$ cat src/design/tal_pkg.sv
// Package: shared constants and types for the temperature alarm and limit block.
// Assumes a single 100 MHz clock and an asynchronous active-low reset.
package tal_pkg;

    // ==========================================
    // Command codes of the serial link
    localparam logic [7:0] CMD_CTRL_RD = 8'h81;
    localparam logic [7:0] CMD_CTRL_WR = 8'h01;
    localparam logic [7:0] CMD_UPPER_RD = 8'h82;
    localparam logic [7:0] CMD_UPPER_WR = 8'h02;
    localparam logic [7:0] CMD_LOWER_RD = 8'h83;
    localparam logic [7:0] CMD_LOWER_WR = 8'h03;

    // ==========================================
    // Control and status field positions
    localparam int BIT_POWER_DOWN = 15;
    localparam int BIT_ONE_SHOT = 14;
    localparam int BIT_ALARM_CLEAR = 13;
    localparam int BIT_TOGGLE = 12;
    localparam int BIT_ALARM_STATUS = 11;
    localparam int BIT_UPPER_FLAG = 10;
    localparam int BIT_LOWER_FLAG = 9;
    localparam int BIT_VALID = 8;
    localparam int BIT_ALARM_DISABLE = 7;
    localparam int BIT_POLARITY = 6;
    localparam int BIT_RES_HI = 5;
    localparam int BIT_RES_LO = 4;
    localparam int BIT_SPARE_HI = 2;
    localparam int BIT_SPARE_LO = 1;
    localparam int LIMIT_LSB = 5;

    // ==========================================
    // Reset values
    localparam logic [15:0] CTRL_RESET = 16'h0000;
    localparam logic [15:0] UPPER_RESET = 16'h4880;
    localparam logic [15:0] LOWER_RESET = 16'h4600;

    // ==========================================
    // Frame layout, counted in clock rises of the serial link
    localparam logic [5:0] TEMP_BITS = 6'd16;
    localparam logic [5:0] CMD_LAST = 6'd23;
    localparam logic [5:0] DATA_FIRST = 6'd24;
    localparam logic [5:0] DATA_LAST = 6'd39;

    typedef enum logic [0:0] {
        SEQ_IDLE = 1'b0,
        SEQ_CONVERT = 1'b1
    } tal_seq_state_type;

    // Zero the result bits below the selected resolution
    function automatic logic [15:0] tal_mask_res(input logic [15:0] value, input logic [1:0] res);
        logic [15:0] mask;
        mask = 16'hFFFF << (2'd3 - res);
        return value & mask;
    endfunction

endpackage

$ cat src/design/tal_conv_if.sv
// Interface: handshake between register logic and conversion sequencer.
// Assumes both ends run on the same clock.
`timescale 1ns/1ps
interface tal_conv_if;
    logic run_cont;     // Continuous conversion allowed
    logic one_shot;     // Single conversion request pulse
    logic [1:0] res;    // Resolution code
    logic busy;         // Conversion in progress
    logic done;         // Conversion finished pulse

    modport ctrl (output run_cont, output one_shot, output res, input busy, input done);
    modport seq (input run_cont, input one_shot, input res, output busy, output done);
endinterface

$ cat src/design/tal_top.sv
// Temperature alarm block: control/status, limits, alarm and serial register access.
// Assumes cs_n, sclk and sio_in are synchronous to sys_clk and slow against it.
`timescale 1ns/1ps
module tal_top #(
    parameter logic [31:0] conv_base_cycles = 32'd1000000  // Cycles of a 13-bit conversion
) (
    input wire logic sys_clk,               // System clock, 100 MHz
    input wire logic resetn,                // Asynchronous reset, active low
    input wire logic cs_n,                  // Serial chip select, active low
    input wire logic sclk,                  // Serial clock from host
    input wire logic sio_in,                // Serial data pin input
    output logic sio_out,                   // Serial data pin output
    output logic sio_oe,                    // Serial data pin drive enable
    input wire logic [15:0] temp_sample,    // Raw converter result
    output logic heat_alarm_output          // Alarm pin
);
    // ==========================================
    // Declarations
    tal_conv_if conv ();
    logic power_down_request;
    logic alarm_disable;
    logic polarity;
    logic [1:0] res;
    logic [1:0] spare;
    logic [15:0] temp_result;
    logic [15:0] upper_limit;
    logic [15:0] lower_limit;
    logic alarm_state;
    logic upper_flag;
    logic lower_flag;
    logic result_valid_flag;
    logic toggle;
    logic conv_since_read;
    logic above_now;
    logic below_now;
    logic next_above;
    logic next_below;
    logic sclk_q;
    logic cs_q;
    logic rise;
    logic fall;
    logic [5:0] bit_cnt;
    logic [15:0] shifter;
    logic [7:0] cmd;
    logic [7:0] next_cmd;
    logic [15:0] next_wdata;
    logic read_phase;
    logic ctrl_read;
    logic ctrl_write;
    logic alarm_clear;
    logic next_toggle;
    logic [15:0] ctrl_value;
    logic [15:0] read_value;

    // ==========================================
    // Serial edge detection
    assign rise = !cs_n && sclk && !sclk_q;
    assign fall = !cs_n && !sclk && sclk_q;
    assign next_cmd = {cmd[6:0], sio_in};
    assign next_wdata = {shifter[14:0], sio_in};

    always_ff @(posedge sys_clk or negedge resetn)
    begin
        if (!resetn)
        begin
            sclk_q <= 1'b0;
            cs_q <= 1'b1;
        end
        else
        begin
            sclk_q <= sclk;
            cs_q <= cs_n;
        end
    end

    // ==========================================
    // Register access strobes
    // command code decode
    assign ctrl_read = rise && (bit_cnt == tal_pkg::CMD_LAST) && (next_cmd == tal_pkg::CMD_CTRL_RD);
    assign ctrl_write = rise && (bit_cnt == tal_pkg::DATA_LAST) && (cmd == tal_pkg::CMD_CTRL_WR);
    assign alarm_clear = ctrl_write && next_wdata[tal_pkg::BIT_ALARM_CLEAR];
    assign next_toggle = toggle ^ conv_since_read;

    assign ctrl_value = {power_down_request, 1'b0, 1'b0, next_toggle,
                         !alarm_disable && heat_alarm_output, upper_flag, lower_flag,
                         result_valid_flag, alarm_disable, polarity, res, 1'b0, spare, 1'b0};

    always_comb
    begin
        case (next_cmd)
            tal_pkg::CMD_CTRL_RD: read_value = ctrl_value;
            tal_pkg::CMD_UPPER_RD: read_value = upper_limit;
            tal_pkg::CMD_LOWER_RD: read_value = lower_limit;
            default: read_value = 16'h0000;
        endcase
    end

    // ==========================================
    // Serial frame: 16 result bits out, command in, data in or out
    always_ff @(posedge sys_clk or negedge resetn)
    begin
        if (!resetn)
        begin
            bit_cnt <= 6'd0;
            cmd <= 8'h00;
            read_phase <= 1'b0;
        end
        else if (cs_n)
        begin
            bit_cnt <= 6'd0;
            read_phase <= 1'b0;
        end
        else if (rise)
        begin
            if (bit_cnt != 6'd63)
                bit_cnt <= bit_cnt + 6'd1;
            if (bit_cnt >= tal_pkg::TEMP_BITS && bit_cnt <= tal_pkg::CMD_LAST)
                cmd <= next_cmd;
            // read bit selects direction
            // Illegal codes with the read bit still drive zeros back
            if (bit_cnt == tal_pkg::CMD_LAST)
                read_phase <= next_cmd[7];
        end
    end

    always_ff @(posedge sys_clk or negedge resetn)
    begin
        if (!resetn)
            shifter <= 16'h0000;
        else if (cs_q && !cs_n)
            shifter <= temp_result;
        else if (rise && bit_cnt == tal_pkg::CMD_LAST)
            shifter <= read_value;
        else if (rise && bit_cnt >= tal_pkg::DATA_FIRST && !read_phase)
            shifter <= next_wdata;
        else if (fall && read_phase && bit_cnt != tal_pkg::DATA_FIRST)
            shifter <= {shifter[14:0], 1'b0};
        else if (fall && bit_cnt < tal_pkg::TEMP_BITS)
            shifter <= {shifter[14:0], 1'b0};
    end

    assign sio_out = shifter[15];
    assign sio_oe = !cs_n && ((bit_cnt < tal_pkg::TEMP_BITS) || (read_phase && bit_cnt >= tal_pkg::DATA_FIRST));

    // ==========================================
    // Control fields
    always_ff @(posedge sys_clk or negedge resetn)
    begin
        if (!resetn)
        begin
            power_down_request <= tal_pkg::CTRL_RESET[tal_pkg::BIT_POWER_DOWN];
            alarm_disable <= tal_pkg::CTRL_RESET[tal_pkg::BIT_ALARM_DISABLE];
            polarity <= tal_pkg::CTRL_RESET[tal_pkg::BIT_POLARITY];
            res <= tal_pkg::CTRL_RESET[tal_pkg::BIT_RES_HI:tal_pkg::BIT_RES_LO];
            spare <= tal_pkg::CTRL_RESET[tal_pkg::BIT_SPARE_HI:tal_pkg::BIT_SPARE_LO];
        end
        else if (ctrl_write)
        begin
            power_down_request <= next_wdata[tal_pkg::BIT_POWER_DOWN];
            alarm_disable <= next_wdata[tal_pkg::BIT_ALARM_DISABLE];
            polarity <= next_wdata[tal_pkg::BIT_POLARITY];
            res <= next_wdata[tal_pkg::BIT_RES_HI:tal_pkg::BIT_RES_LO];
            spare <= next_wdata[tal_pkg::BIT_SPARE_HI:tal_pkg::BIT_SPARE_LO];
        end
    end

    // ==========================================
    // Limit registers
    // low bits stay zero
    always_ff @(posedge sys_clk or negedge resetn)
    begin
        if (!resetn)
        begin
            upper_limit <= tal_pkg::UPPER_RESET;
            lower_limit <= tal_pkg::LOWER_RESET;
        end
        else if (rise && bit_cnt == tal_pkg::DATA_LAST)
        begin
            if (cmd == tal_pkg::CMD_UPPER_WR)
                upper_limit <= {next_wdata[15:tal_pkg::LIMIT_LSB], 5'b0_0000};
            if (cmd == tal_pkg::CMD_LOWER_WR)
                lower_limit <= {next_wdata[15:tal_pkg::LIMIT_LSB], 5'b0_0000};
        end
    end

    // ==========================================
    // Conversion control
    assign conv.run_cont = !power_down_request;
    assign conv.res = res;
    assign conv.one_shot = ctrl_write && next_wdata[tal_pkg::BIT_ONE_SHOT] && next_wdata[tal_pkg::BIT_POWER_DOWN];

    tal_conv_seq #(
        .conv_base_cycles(conv_base_cycles)
    ) u_seq (
        .sys_clk(sys_clk),
        .resetn(resetn),
        .conv(conv.seq)
    );

    always_ff @(posedge sys_clk or negedge resetn)
    begin
        if (!resetn)
            temp_result <= 16'h0000;
        else if (conv.done)
            temp_result <= tal_pkg::tal_mask_res(temp_sample, res);
    end

    tal_limit_cmp u_cmp_now (
        .result(temp_result),
        .upper(upper_limit),
        .lower(lower_limit),
        .above(above_now),
        .below(below_now)
    );

    tal_limit_cmp u_cmp_next (
        .result(tal_pkg::tal_mask_res(temp_sample, res)),
        .upper(upper_limit),
        .lower(lower_limit),
        .above(next_above),
        .below(next_below)
    );

    // ==========================================
    // Alarm state; a conversion end above the upper limit wins over a host clear
    // evaluated at conversion end
    always_ff @(posedge sys_clk or negedge resetn)
    begin
        if (!resetn)
            alarm_state <= 1'b0;
        else if (conv.done && next_above)
            alarm_state <= 1'b1;
        else if (conv.done && next_below)
            alarm_state <= 1'b0;
        else if (alarm_clear)
            alarm_state <= 1'b0;
    end

    always_ff @(posedge sys_clk or negedge resetn)
    begin
        if (!resetn)
            heat_alarm_output <= 1'b1;
        else
            heat_alarm_output <= (alarm_state && !alarm_disable && !(conv.done && next_below && !next_above)
                                  && !(alarm_clear && !(conv.done && next_above))) ? polarity : !polarity;
    end

    // ==========================================
    // Limit flags
    always_ff @(posedge sys_clk or negedge resetn)
    begin
        if (!resetn)
        begin
            upper_flag <= 1'b0;
            lower_flag <= 1'b0;
        end
        else
        begin
            // clear when read and not above
            if (conv.done && next_above)
                upper_flag <= 1'b1;
            else if (ctrl_read && !above_now)
                upper_flag <= 1'b0;
            // clear when read and not below
            if (conv.done && next_below)
                lower_flag <= 1'b1;
            else if (ctrl_read && !below_now)
                lower_flag <= 1'b0;
        end
    end

    // ==========================================
    // Data available and conversion toggle
    always_ff @(posedge sys_clk or negedge resetn)
    begin
        if (!resetn)
        begin
            result_valid_flag <= 1'b0;
            conv_since_read <= 1'b0;
            toggle <= 1'b0;
        end
        else
        begin
            // set on end, cleared by read
            if (conv.done)
                result_valid_flag <= 1'b1;
            else if (ctrl_read)
                result_valid_flag <= 1'b0;
            if (conv.done)
                conv_since_read <= 1'b1;
            else if (ctrl_read)
                conv_since_read <= 1'b0;
            if (ctrl_read)
                toggle <= next_toggle;
        end
    end

    // ==========================================
    // Checks
    // valid after conversion
    valid_set_a: assert property (@(posedge sys_clk) disable iff (!resetn)
        conv.done |=> result_valid_flag)
        else $error("data available not set after conversion");

    valid_clear_a: assert property (@(posedge sys_clk) disable iff (!resetn)
        (ctrl_read && !conv.done) |=> !result_valid_flag)
        else $error("data available not cleared by read");

    alarm_raise_a: assert property (@(posedge sys_clk) disable iff (!resetn)
        (conv.done && next_above && !alarm_disable) |=> alarm_state ##1 (heat_alarm_output == $past(polarity)))
        else $error("alarm not raised above upper limit");

    alarm_clear_a: assert property (@(posedge sys_clk) disable iff (!resetn)
        (alarm_clear && !conv.done) |=> (!alarm_state && heat_alarm_output != $past(polarity)))
        else $error("alarm not cleared by host");

    alarm_low_a: assert property (@(posedge sys_clk) disable iff (!resetn)
        (conv.done && next_below && !next_above) |=> !alarm_state)
        else $error("alarm held after low result");

    upper_hold_a: assert property (@(posedge sys_clk) disable iff (!resetn)
        (upper_flag && !ctrl_read) |=> upper_flag)
        else $error("upper flag lost without read");

    lower_set_a: assert property (@(posedge sys_clk) disable iff (!resetn)
        (conv.done && next_below) |=> lower_flag)
        else $error("lower flag not set");

    toggle_flip_a: assert property (@(posedge sys_clk) disable iff (!resetn)
        (ctrl_read && conv_since_read) |=> (toggle != $past(toggle)))
        else $error("toggle bit did not invert");

    alarm_off_a: assert property (@(posedge sys_clk) disable iff (!resetn)
        (alarm_disable && $past(alarm_disable)) |-> (heat_alarm_output != $past(polarity)))
        else $error("disabled alarm pin active");
endmodule // tal_top

$ cat src/design/tal_conv_seq.sv
// Conversion sequencer: times each conversion from the resolution code.
// Assumes the analog result is valid whenever done pulses.
`timescale 1ns/1ps
module tal_conv_seq #(
    parameter logic [31:0] conv_base_cycles = 32'd1000000
) (
    input wire logic sys_clk,   // System clock
    input wire logic resetn,    // Asynchronous reset, active low
    tal_conv_if.seq conv        // Conversion handshake
);
    tal_pkg::tal_seq_state_type state;
    logic [35:0] count;
    logic pending;
    logic [35:0] span;

    assign span = {4'h0, conv_base_cycles} << conv.res;
    assign conv.busy = (state == tal_pkg::SEQ_CONVERT);
    assign conv.done = conv.busy && (count == span - 36'd1);

    // ==========================================
    // Single conversion request held until a conversion starts
    always_ff @(posedge sys_clk or negedge resetn)
    begin
        if (!resetn)
            pending <= 1'b0;
        else if (conv.one_shot)
            pending <= 1'b1;
        else if (state == tal_pkg::SEQ_IDLE)
            pending <= 1'b0;
    end

    // ==========================================
    // finish before stopping
    always_ff @(posedge sys_clk or negedge resetn)
    begin
        if (!resetn)
        begin
            state <= tal_pkg::SEQ_IDLE;
            count <= 36'h0_0000_0000;
        end
        else
        begin
            case (state)
                tal_pkg::SEQ_IDLE:
                begin
                    count <= 36'h0_0000_0000;
                    if (conv.run_cont || pending)
                        state <= tal_pkg::SEQ_CONVERT;
                end
                tal_pkg::SEQ_CONVERT:
                begin
                    if (conv.done)
                    begin
                        count <= 36'h0_0000_0000;
                        if (!conv.run_cont)
                            state <= tal_pkg::SEQ_IDLE;
                    end
                    else
                        count <= count + 36'd1;
                end
                default:
                    state <= tal_pkg::SEQ_IDLE;
            endcase
        end
    end

    idle_hold_a: assert property (@(posedge sys_clk) disable iff (!resetn)
        (state == tal_pkg::SEQ_IDLE && !conv.run_cont && !pending && !conv.one_shot)
        |=> (state == tal_pkg::SEQ_IDLE))
        else $error("conversion started during shutdown without request");

    conv_hold_a: assert property (@(posedge sys_clk) disable iff (!resetn)
        (conv.busy && !conv.done) |=> conv.busy)
        else $error("conversion stopped before its end");

    one_shot_a: assert property (@(posedge sys_clk) disable iff (!resetn)
        (conv.one_shot && state == tal_pkg::SEQ_IDLE) |=> ##1 conv.busy)
        else $error("single conversion did not start");
endmodule // tal_conv_seq

$ cat src/design/tal_limit_cmp.sv
// Limit comparator: signed compare of a result against both limits.
// Assumes limits hold their value in bits 15:5, low bits zero.
`timescale 1ns/1ps
module tal_limit_cmp (
    input wire logic [15:0] result,  // Temperature result, stored or about to be stored
    input wire logic [15:0] upper,   // Upper limit register
    input wire logic [15:0] lower,   // Lower limit register
    output logic above,              // Result exceeds upper limit
    output logic below               // Result below lower limit
);
    assign above = $signed(result) > $signed(upper);
    assign below = $signed(result) < $signed(lower);
endmodule // tal_limit_cmp

$ cat config.mk
export PLATFORM = sky130hd
export DESIGN_NAME = tal_top
export DESIGN_NICKNAME = d
export VERILOG_FILES = /design/src/design/tal_pkg.sv /design/src/design/tal_conv_if.sv /design/src/design/tal_top.sv /design/src/design/tal_conv_seq.sv /design/src/design/tal_limit_cmp.sv
export SDC_FILE = /design/constraint.sdc
export NUM_CORES = 1
export LEC_CHECK = 0
export BUFFER_PORTS_ARGS = -buffer_cell sky130_fd_sc_hd__clkbuf_2
export CAP_MARGIN = 0
export CORE_MARGIN = 4
export CORE_UTILIZATION = 67
export DETAILED_ROUTE_END_ITERATION = 7
export PLACE_DENSITY_LB_ADDON = 0.3
export SYNTH_ARGS = -nofsm -noshare
export SYNTH_HDL_FRONTEND = slang
export SYNTH_SLANG_ARGS = --single-unit
$ cat constraint.sdc
create_clock -name sys_clk -period 5.6 [get_ports sys_clk]
set_input_delay 0.28 -clock sys_clk [delete_from_list [all_inputs] [get_ports sys_clk]]
set_output_delay 0.28 -clock sys_clk [all_outputs]
set_load 0.01 [all_outputs]
### After elaboration in Yosys (flattened, before gate mapping)

Index checks and enable logic that the tools add are counted.

* reductions and logical operators: 59
* equality and inequality tests: 12
* shift operators: 2
* multiplexer cells: 30
* bitwise logic cells: 4
* $add $sub $neg: 4
* $lt $le $gt $ge: 8

Operators by type and width (count)
* 16-bit 2-to-1 mux: 5
* 36-bit one-hot mux with 2 select lines: 1
* 16-bit one-hot mux with 3 select lines: 1
* 36-bit by 1-bit adder with 36-bit output (second input constant): 1
* 36-bit equality test: 1
* 36-bit 2-to-1 mux: 1
* 20-bit by 2-bit left shift with 36-bit output (first input constant): 1
* 36-bit by 1-bit subtractor with 36-bit output (second input constant): 1
* 16-bit > comparator: 2
* 16-bit less-than comparator: 2
* 1-bit logical AND: 31
* 8-bit equality test (second input constant): 3
* 1-bit 2-to-1 mux: 18
* 6-bit 2-to-1 mux: 3
* 16-bit bitwise AND: 1
* 8-bit by 2-bit equality test with 1-bit output (second input constant): 2
* 16-bit by 2-bit left shift with 16-bit output (first input constant): 1
* 1-bit zero test: 13
* 6-bit by 5-bit greater-or-equal comparator with 1-bit output (second input constant): 2
* 2-bit nonzero test: 6
* 8-bit by 1-bit equality test with 1-bit output (second input constant): 1
* 2-bit AND reduction: 4
* 6-bit by 1-bit adder with 6-bit output (second input constant): 1
* 6-bit by 5-bit equality test with 1-bit output (second input constant): 1
* other kinds (14): 16

* bits in registers: 122
* output and inout port bits: 3
* logic and storage cells: 142

### Logic depth before layout (Yosys ltp)

* depth in word-level cells: 10
* mapped depth: 9

### Modules after synthesis

Synthesis repeated with hierarchy kept, for this count alone.

* cell total of the unflattened synthesis: 803
* area total of the unflattened synthesis: 7902.6 sq um

By module, submodules not included
* tal_top: times used 1, cells an instance 354, area an instance 4060.1 sq um
* tal_conv_seq: times used 1, cells an instance 225, area an instance 2238.4 sq um
* tal_limit_cmp: times used 2, cells an instance 112, area an instance 802.0 sq um

### Least setup slack after synthesis

Ideal clock, no wire load.

* path type: reg2reg
* from: reg res[1], in the netlist conv.res[1]
* to: reg heat_alarm_output
* arrival: 2.293 ns
* setup slack: 3.232 ns
* required time: 5.525 ns
* stages on the path, launching flop included: 10
* path through: dfrtp_1 inv_1 ha_1 nand2b_1 a21o_1 a2111oi_4 o2111ai_2 o21bai_4 a211oi_2 xnor2_1

* longest elaborated chain between the ends: 10
* elaborated cells on any way between the ends: 20
* those cells by class: add/sub (2); order compare (2); eq/ne (1); shift (2); mux (1); bitwise (1); reduce/logical (11)

Ends and longest elaborated chain
* start: declaration: RTL line tal_top.sv:23 `logic [1:0] res;`
* start signal: assignment: RTL line tal_top.sv:154 `res <= tal_pkg::CTRL_RESET[tal_pkg::BIT_RES_HI:tal_pkg::BIT_RES_LO];`
* start signal: assignment: RTL line tal_top.sv:162 `res <= next_wdata[tal_pkg::BIT_RES_HI:tal_pkg::BIT_RES_LO];`
* 20-bit by 2-bit left shift with 36-bit output or 2-bit subtractor (tied branches): RTL line tal_conv_seq.sv:16, tal_pkg.sv:53
* 36-bit by 1-bit subtractor with 36-bit output or 16-bit by 2-bit left shift with 16-bit output (tied branches): RTL line tal_conv_seq.sv:18, tal_pkg.sv:53
* 36-bit equality test or 16-bit bitwise AND (tied branches): RTL line tal_conv_seq.sv:18, tal_pkg.sv:54
* 1-bit logical AND (tied with other cells): RTL line tal_conv_seq.sv:18 `assign conv.done = conv.busy && (count == span - 36'd1);`
* 1-bit logical AND (tied with other cells): RTL line tal_top.sv:244 `heat_alarm_output <= (alarm_state && !alarm_disable && !(conv.done && next_below && !next_above)`
* 1-bit logical AND or 1-bit zero test (tied branches): RTL line tal_top.sv:244, tal_top.sv:245
* 1-bit zero test or 1-bit logical AND (tied branches): RTL line tal_top.sv:244, tal_top.sv:245
* 1-bit logical AND or 1-bit zero test (tied branches): RTL line tal_top.sv:244, tal_top.sv:245
* 1-bit logical AND *: RTL line tal_top.sv:245 `&& !(alarm_clear && !(conv.done && next_above))) ? polarity : !polarity;`
* 1-bit 2-to-1 mux *: RTL line tal_top.sv:245
* end signal: assignment: RTL line tal_top.sv:244
* end: declaration: RTL line tal_top.sv:15 `output logic heat_alarm_output`

Mark *: on every way between the ends. The rest lies on a longest branch, timed or not.
A chain may end at the register's enable or synchronous reset.

### Worst setup path after layout

* from: in cs_n
* to: reg shifter[15]

* longest elaborated chain between the ends: 9
* elaborated cells on any way between the ends: 17
* those cells by class: mux (4); reduce/logical (13)

Ends and longest elaborated chain
* start: declaration: RTL line tal_top.sv:9 `input wire logic cs_n,`
* 1-bit zero test *: RTL line tal_top.sv:57, tal_top.sv:58, tal_top.sv:130
* 1-bit logical AND (2 in a row): RTL line tal_top.sv:58 `assign fall = !cs_n && !sclk && sclk_q;`
* 1-bit logical AND (2 in a row): RTL line tal_top.sv:136 `else if (fall && read_phase && bit_cnt != tal_pkg::DATA_FIRST)`
* 16-bit 2-to-1 mux: RTL line tal_top.sv:136
* 16-bit 2-to-1 mux: RTL line tal_top.sv:134 `else if (rise && bit_cnt >= tal_pkg::DATA_FIRST && !read_phase)`
* 16-bit 2-to-1 mux: RTL line tal_top.sv:132 `else if (rise && bit_cnt == tal_pkg::CMD_LAST)`
* 16-bit 2-to-1 mux: RTL line tal_top.sv:130 `else if (cs_q && !cs_n)`
* end signal: assignment: RTL line tal_top.sv:131 `shifter <= temp_result;`
* end signal: assignment: RTL line tal_top.sv:133 `shifter <= read_value;`
* end signal: assignment: RTL line tal_top.sv:135 `shifter <= next_wdata;`
* end: declaration: RTL line tal_top.sv:43 `logic [15:0] shifter;`

Marked as above.

==> flow_metrics.env <==
export IMPL_gp_congestion=0.9397
export IMPL_synth_compound_area_share_pct=12.39
export IMPL_worstPathArrival_ns=3.60
export IMPL_antenna_found_initial=0
export IMPL_crit_chain="dlygate4sd3_1 > clkbuf_2 > nor3b_1 > nand4_1 > a211oi_2 > nand2_1 > a31oi_1"
export IMPL_area_growth_pct=14.18
export IMPL_r2r_start="conv.res[1]"
export IMPL_route_detailed_drc=0
export IMPL_critical_path_max_stage_delay_ns=0.94
export IMPL_critPathRequiredTime_ns=6.06
export IMPL_clock_root_buffer="clkbuf_8"
export IMPL_clock_sinks=122
export IMPL_grt_usage_pct=30.36
export IMPL_yosysWarningCount=0
export IMPL_synthFlopType="dfrtp_1"
export IMPL_fin_hold_ws_ns=0.02819
export IMPL_slew_headroom_pct=25.90
export IMPL_initial_core_util_pct=68.68
export IMPL_clock_fmax_ghz=0.3182
export IMPL_slew_viol_final=0
export IMPL_cts_tree="built"
export IMPL_final_period_utilization_pct=56.12
export IMPL_dieArea_sq_um=12240
export IMPL_grt_max_degree=83
export IMPL_clock_skew_ns=0.01051
export IMPL_vdd_drop_max_mv=0.2797
export IMPL_power_mw=2.251
export IMPL_synth_simple_area_share_pct=21.06
export IMPL_hold_violations=0
export IMPL_final_cell_count_no_fill=937
export IMPL_rsz0062_at_grt="no"
export IMPL_setup_viol=0
export IMPL_clock_path_buffers=2
export IMPL_utilization_pct=78.41
export IMPL_rows=37
export IMPL_antenna_left=0
export IMPL_syn_avg_cell_area_sq_um=9.386
export IMPL_diodes=0
export IMPL_die_y_um=110.6
export IMPL_rr_endpoint="u_seq.count[20]"
export IMPL_synth_top_family_by_area="simple AND/OR/NAND/NOR gates"
export IMPL_maxCapViolCount=0
export IMPL_slowest_stage="a211oi_2"
export IMPL_regArea_sq_um=3063
export IMPL_io_pins=24
export IMPL_tns_ns=0
export IMPL_cts_resized_gates=0
export IMPL_synth_async_reset_ratio_pct=100.0
export IMPL_p_leak_nw=3.710
export IMPL_final_min_clock_period_ns=3.143
export IMPL_synth_cells=752
export IMPL_fp_dieW_um=110.6
export IMPL_path_delay_family="simple AND/OR/NAND/NOR gates"
export IMPL_post_drt_wl_per_cell_um=19.12
export IMPL_numCtsBuffers=17
export IMPL_placed_area_sq_um=7279
export IMPL_syn_area_sq_um=7058
export IMPL_p_per_area_nw_per_um2=279.3
export IMPL_vias_per_cell=6.366
export IMPL_end_kind="flip-flop"
export IMPL_synth_fa_ha_area_share_pct=9.041
export IMPL_fin_area_sq_um=8059
export IMPL_cp_depth=7
export IMPL_ys_seq_area_share_pct=43.40
export IMPL_regToRegSetupSlack_ns=2.47
export IMPL_path_buf_inv=2
export IMPL_drt_initial_drc_count=547
export IMPL_syn_nets=824
export IMPL_worst_slack_ns=2.457
export IMPL_synthMuxAreaShare_pct=5.407
export IMPL_hpwl_um=11800
export IMPL_dp_cells=891
export IMPL_crit_type="in -> reg"
export IMPL_first_global_vias=5987
export IMPL_overflow=0
export IMPL_drive_gt1_share_pct=13.23
export IMPL_synth_seq_cells=122
export IMPL_dpl_worst_slack_ns=2.535
export IMPL_layout_nets=860
export IMPL_status="complete, no violations"
export IMPL_multiInputGateArea_sq_um=3764
export IMPL_dr_pass1_iters=5
export IMPL_worst_pin_slew_ns=1.109
export IMPL_totalWireLength_um=17920
export IMPL_setup_worst_path_start="cs_n"
export IMPL_nFillCells=664
export IMPL_clk_pin_slew_ns=0.06
export IMPL_ff2ff_path_depth=8
export IMPL_via_count=5965
export IMPL_core_sq_um=10280
export IMPL_grt_pass1_wl_um=29760
export IMPL_start_kind="input port"
export IMPL_synth_xor_area_share_pct=5.336
export IMPL_cts_htree_levels=4
export IMPL_synth_cell_type_count=61
export IMPL_worstPathMaxFanout=18
export IMPL_hold_path_class="in -> reg"
export IMPL_port_buffers=23
export IMPL_clkLatencyLatePin_ns=0.54
export IMPL_synth_edff_count=0
export IMPL_critPathCapture="shifter[15]"
[worst register-to-register path, cell delays in order, from the launching register on]
cell	delay, ns
dfrtp_1	0.48
inv_1	0.17
ha_1	0.29
nand2b_1	0.19
a21o_1	0.23
a2111oi_4	0.43
o2111ai_2	0.17
nand2_1	0.85
nor2_1	0.15
[cells in the final DEF, fill, tap and decap left out, types with 6 or more instances in the layout]
cell and count:
clkbuf_16 16, nand3_1 24, nor4_1 6, mux2_2 25, o21ai_1 8, nor2_1 75, a21oi_1 23, dlygate4sd3_1 14
mux2i_1 10, nor2b_1 8, clkbuf_2 22, xnor2_1 16, a21o_1 8, ha_1 51, and3_1 20, and4_1 8
nor3_1 12, nand2b_1 10, nand2_1 107, xor2_1 27, nand4_1 11, o21ai_0 47, inv_1 36, a31oi_1 15
dfrtp_1 114, dfstp_2 8
[cell usage after synthesis, drive strengths merged, types with 5 or more instances]
cell	count	share of area, %
a21o	8	0.85
a21oi	23	1.6
a31oi	15	1.3
and3	20	1.8
and4	8	0.99
buf	9	0.66
clkbuf	15	0.80
dfrtp	114	40
dfstp	8	3.0
ha	51	9.0
inv	36	1.9
mux2	25	4.0
mux2i	10	1.4
nand2	107	5.7
nand2b	10	0.89
nand3	24	1.7
nand4	11	0.98
nor2	75	4.0
nor2b	9	0.80
nor3	13	0.99
nor4	7	0.71
nor4b	5	0.71
o21a	5	0.53
o21ai	56	4.0
xnor2	16	2.0
xor2	27	3.4
[registers in the layout, summed over array words and instances (netlist names), 2 cells and up]
signal	count
spare	2
lower_limit	11
u_seq.count	36
cmd	8
upper_limit	11
shifter	16
temp_result	16
conv.res	2
bit_cnt	6
[logic make-up after synthesis]
| logic type | after synthesis |
|---|---|
| XOR/XNOR | 43 |
| adder cells (fa/ha/maj) | 51 |
| buffers and inverters | 60 |
| flip-flops | 122 |
| multiplexers | 35 |
| AND/OR/NAND/NOR | 307 |
| AO/OA/AOI/OAI | 134 |
[layer usage]
layer	global-route usage (%)	wire (um)	vias to the layer above
li1	-	-	2710
met3	7.836	1538	71
met5	0	0	-
met1	39.99	7379	2875
met2	46.60	8335	309
met4	15.27	665	0
[area by class of cell]
| type | instances | area share, % |
|---|---|---|
| clock inverter | 13 | 2.453 |
| timing repair buffer | 41 | 3.571 |
| clock buffer | 19 | 5.481 |
| tap | 136 | 2.111 |
| sequential | 122 | 38.01 |
| inverter | 36 | 1.677 |
| multi-input combinational | 570 | 46.70 |
[report_power, final]
| part | switching [mW] | leakage [nW] | internal [mW] |
|---|---|---|---|
| Clock | 0.402 | 0.309 | 0.786 |
| Combinational | 0.0740 | 1.94 | 0.0532 |
| Sequential | 0.0279 | 1.47 | 0.907 |
[worst min-delay path by stage]
stage / slack, ns / from / to / cells past startpoint
4_1_cts: 0.01 / temp_sample[12] / temp_result[12] / 3
3_3_place_gp: 0.44 / sclk / sclk_q / 1
3_5_place_dp: 0.44 / sclk / sclk_q / 1
6_report: 0.03 / temp_sample[12] / temp_result[12] / 3
5_1_grt: 0.01 / temp_sample[12] / temp_result[12] / 3
2_1_floorplan: -0.02 / resetn / alarm_disable / 0
[what timing repair did]
action | CTS | global route
buffers inserted | 0 | 0
hold buffers | 14 | 0
hold endpoints to repair | 89 | 0
No activity file was read; power rests on OpenSTA's default activity.
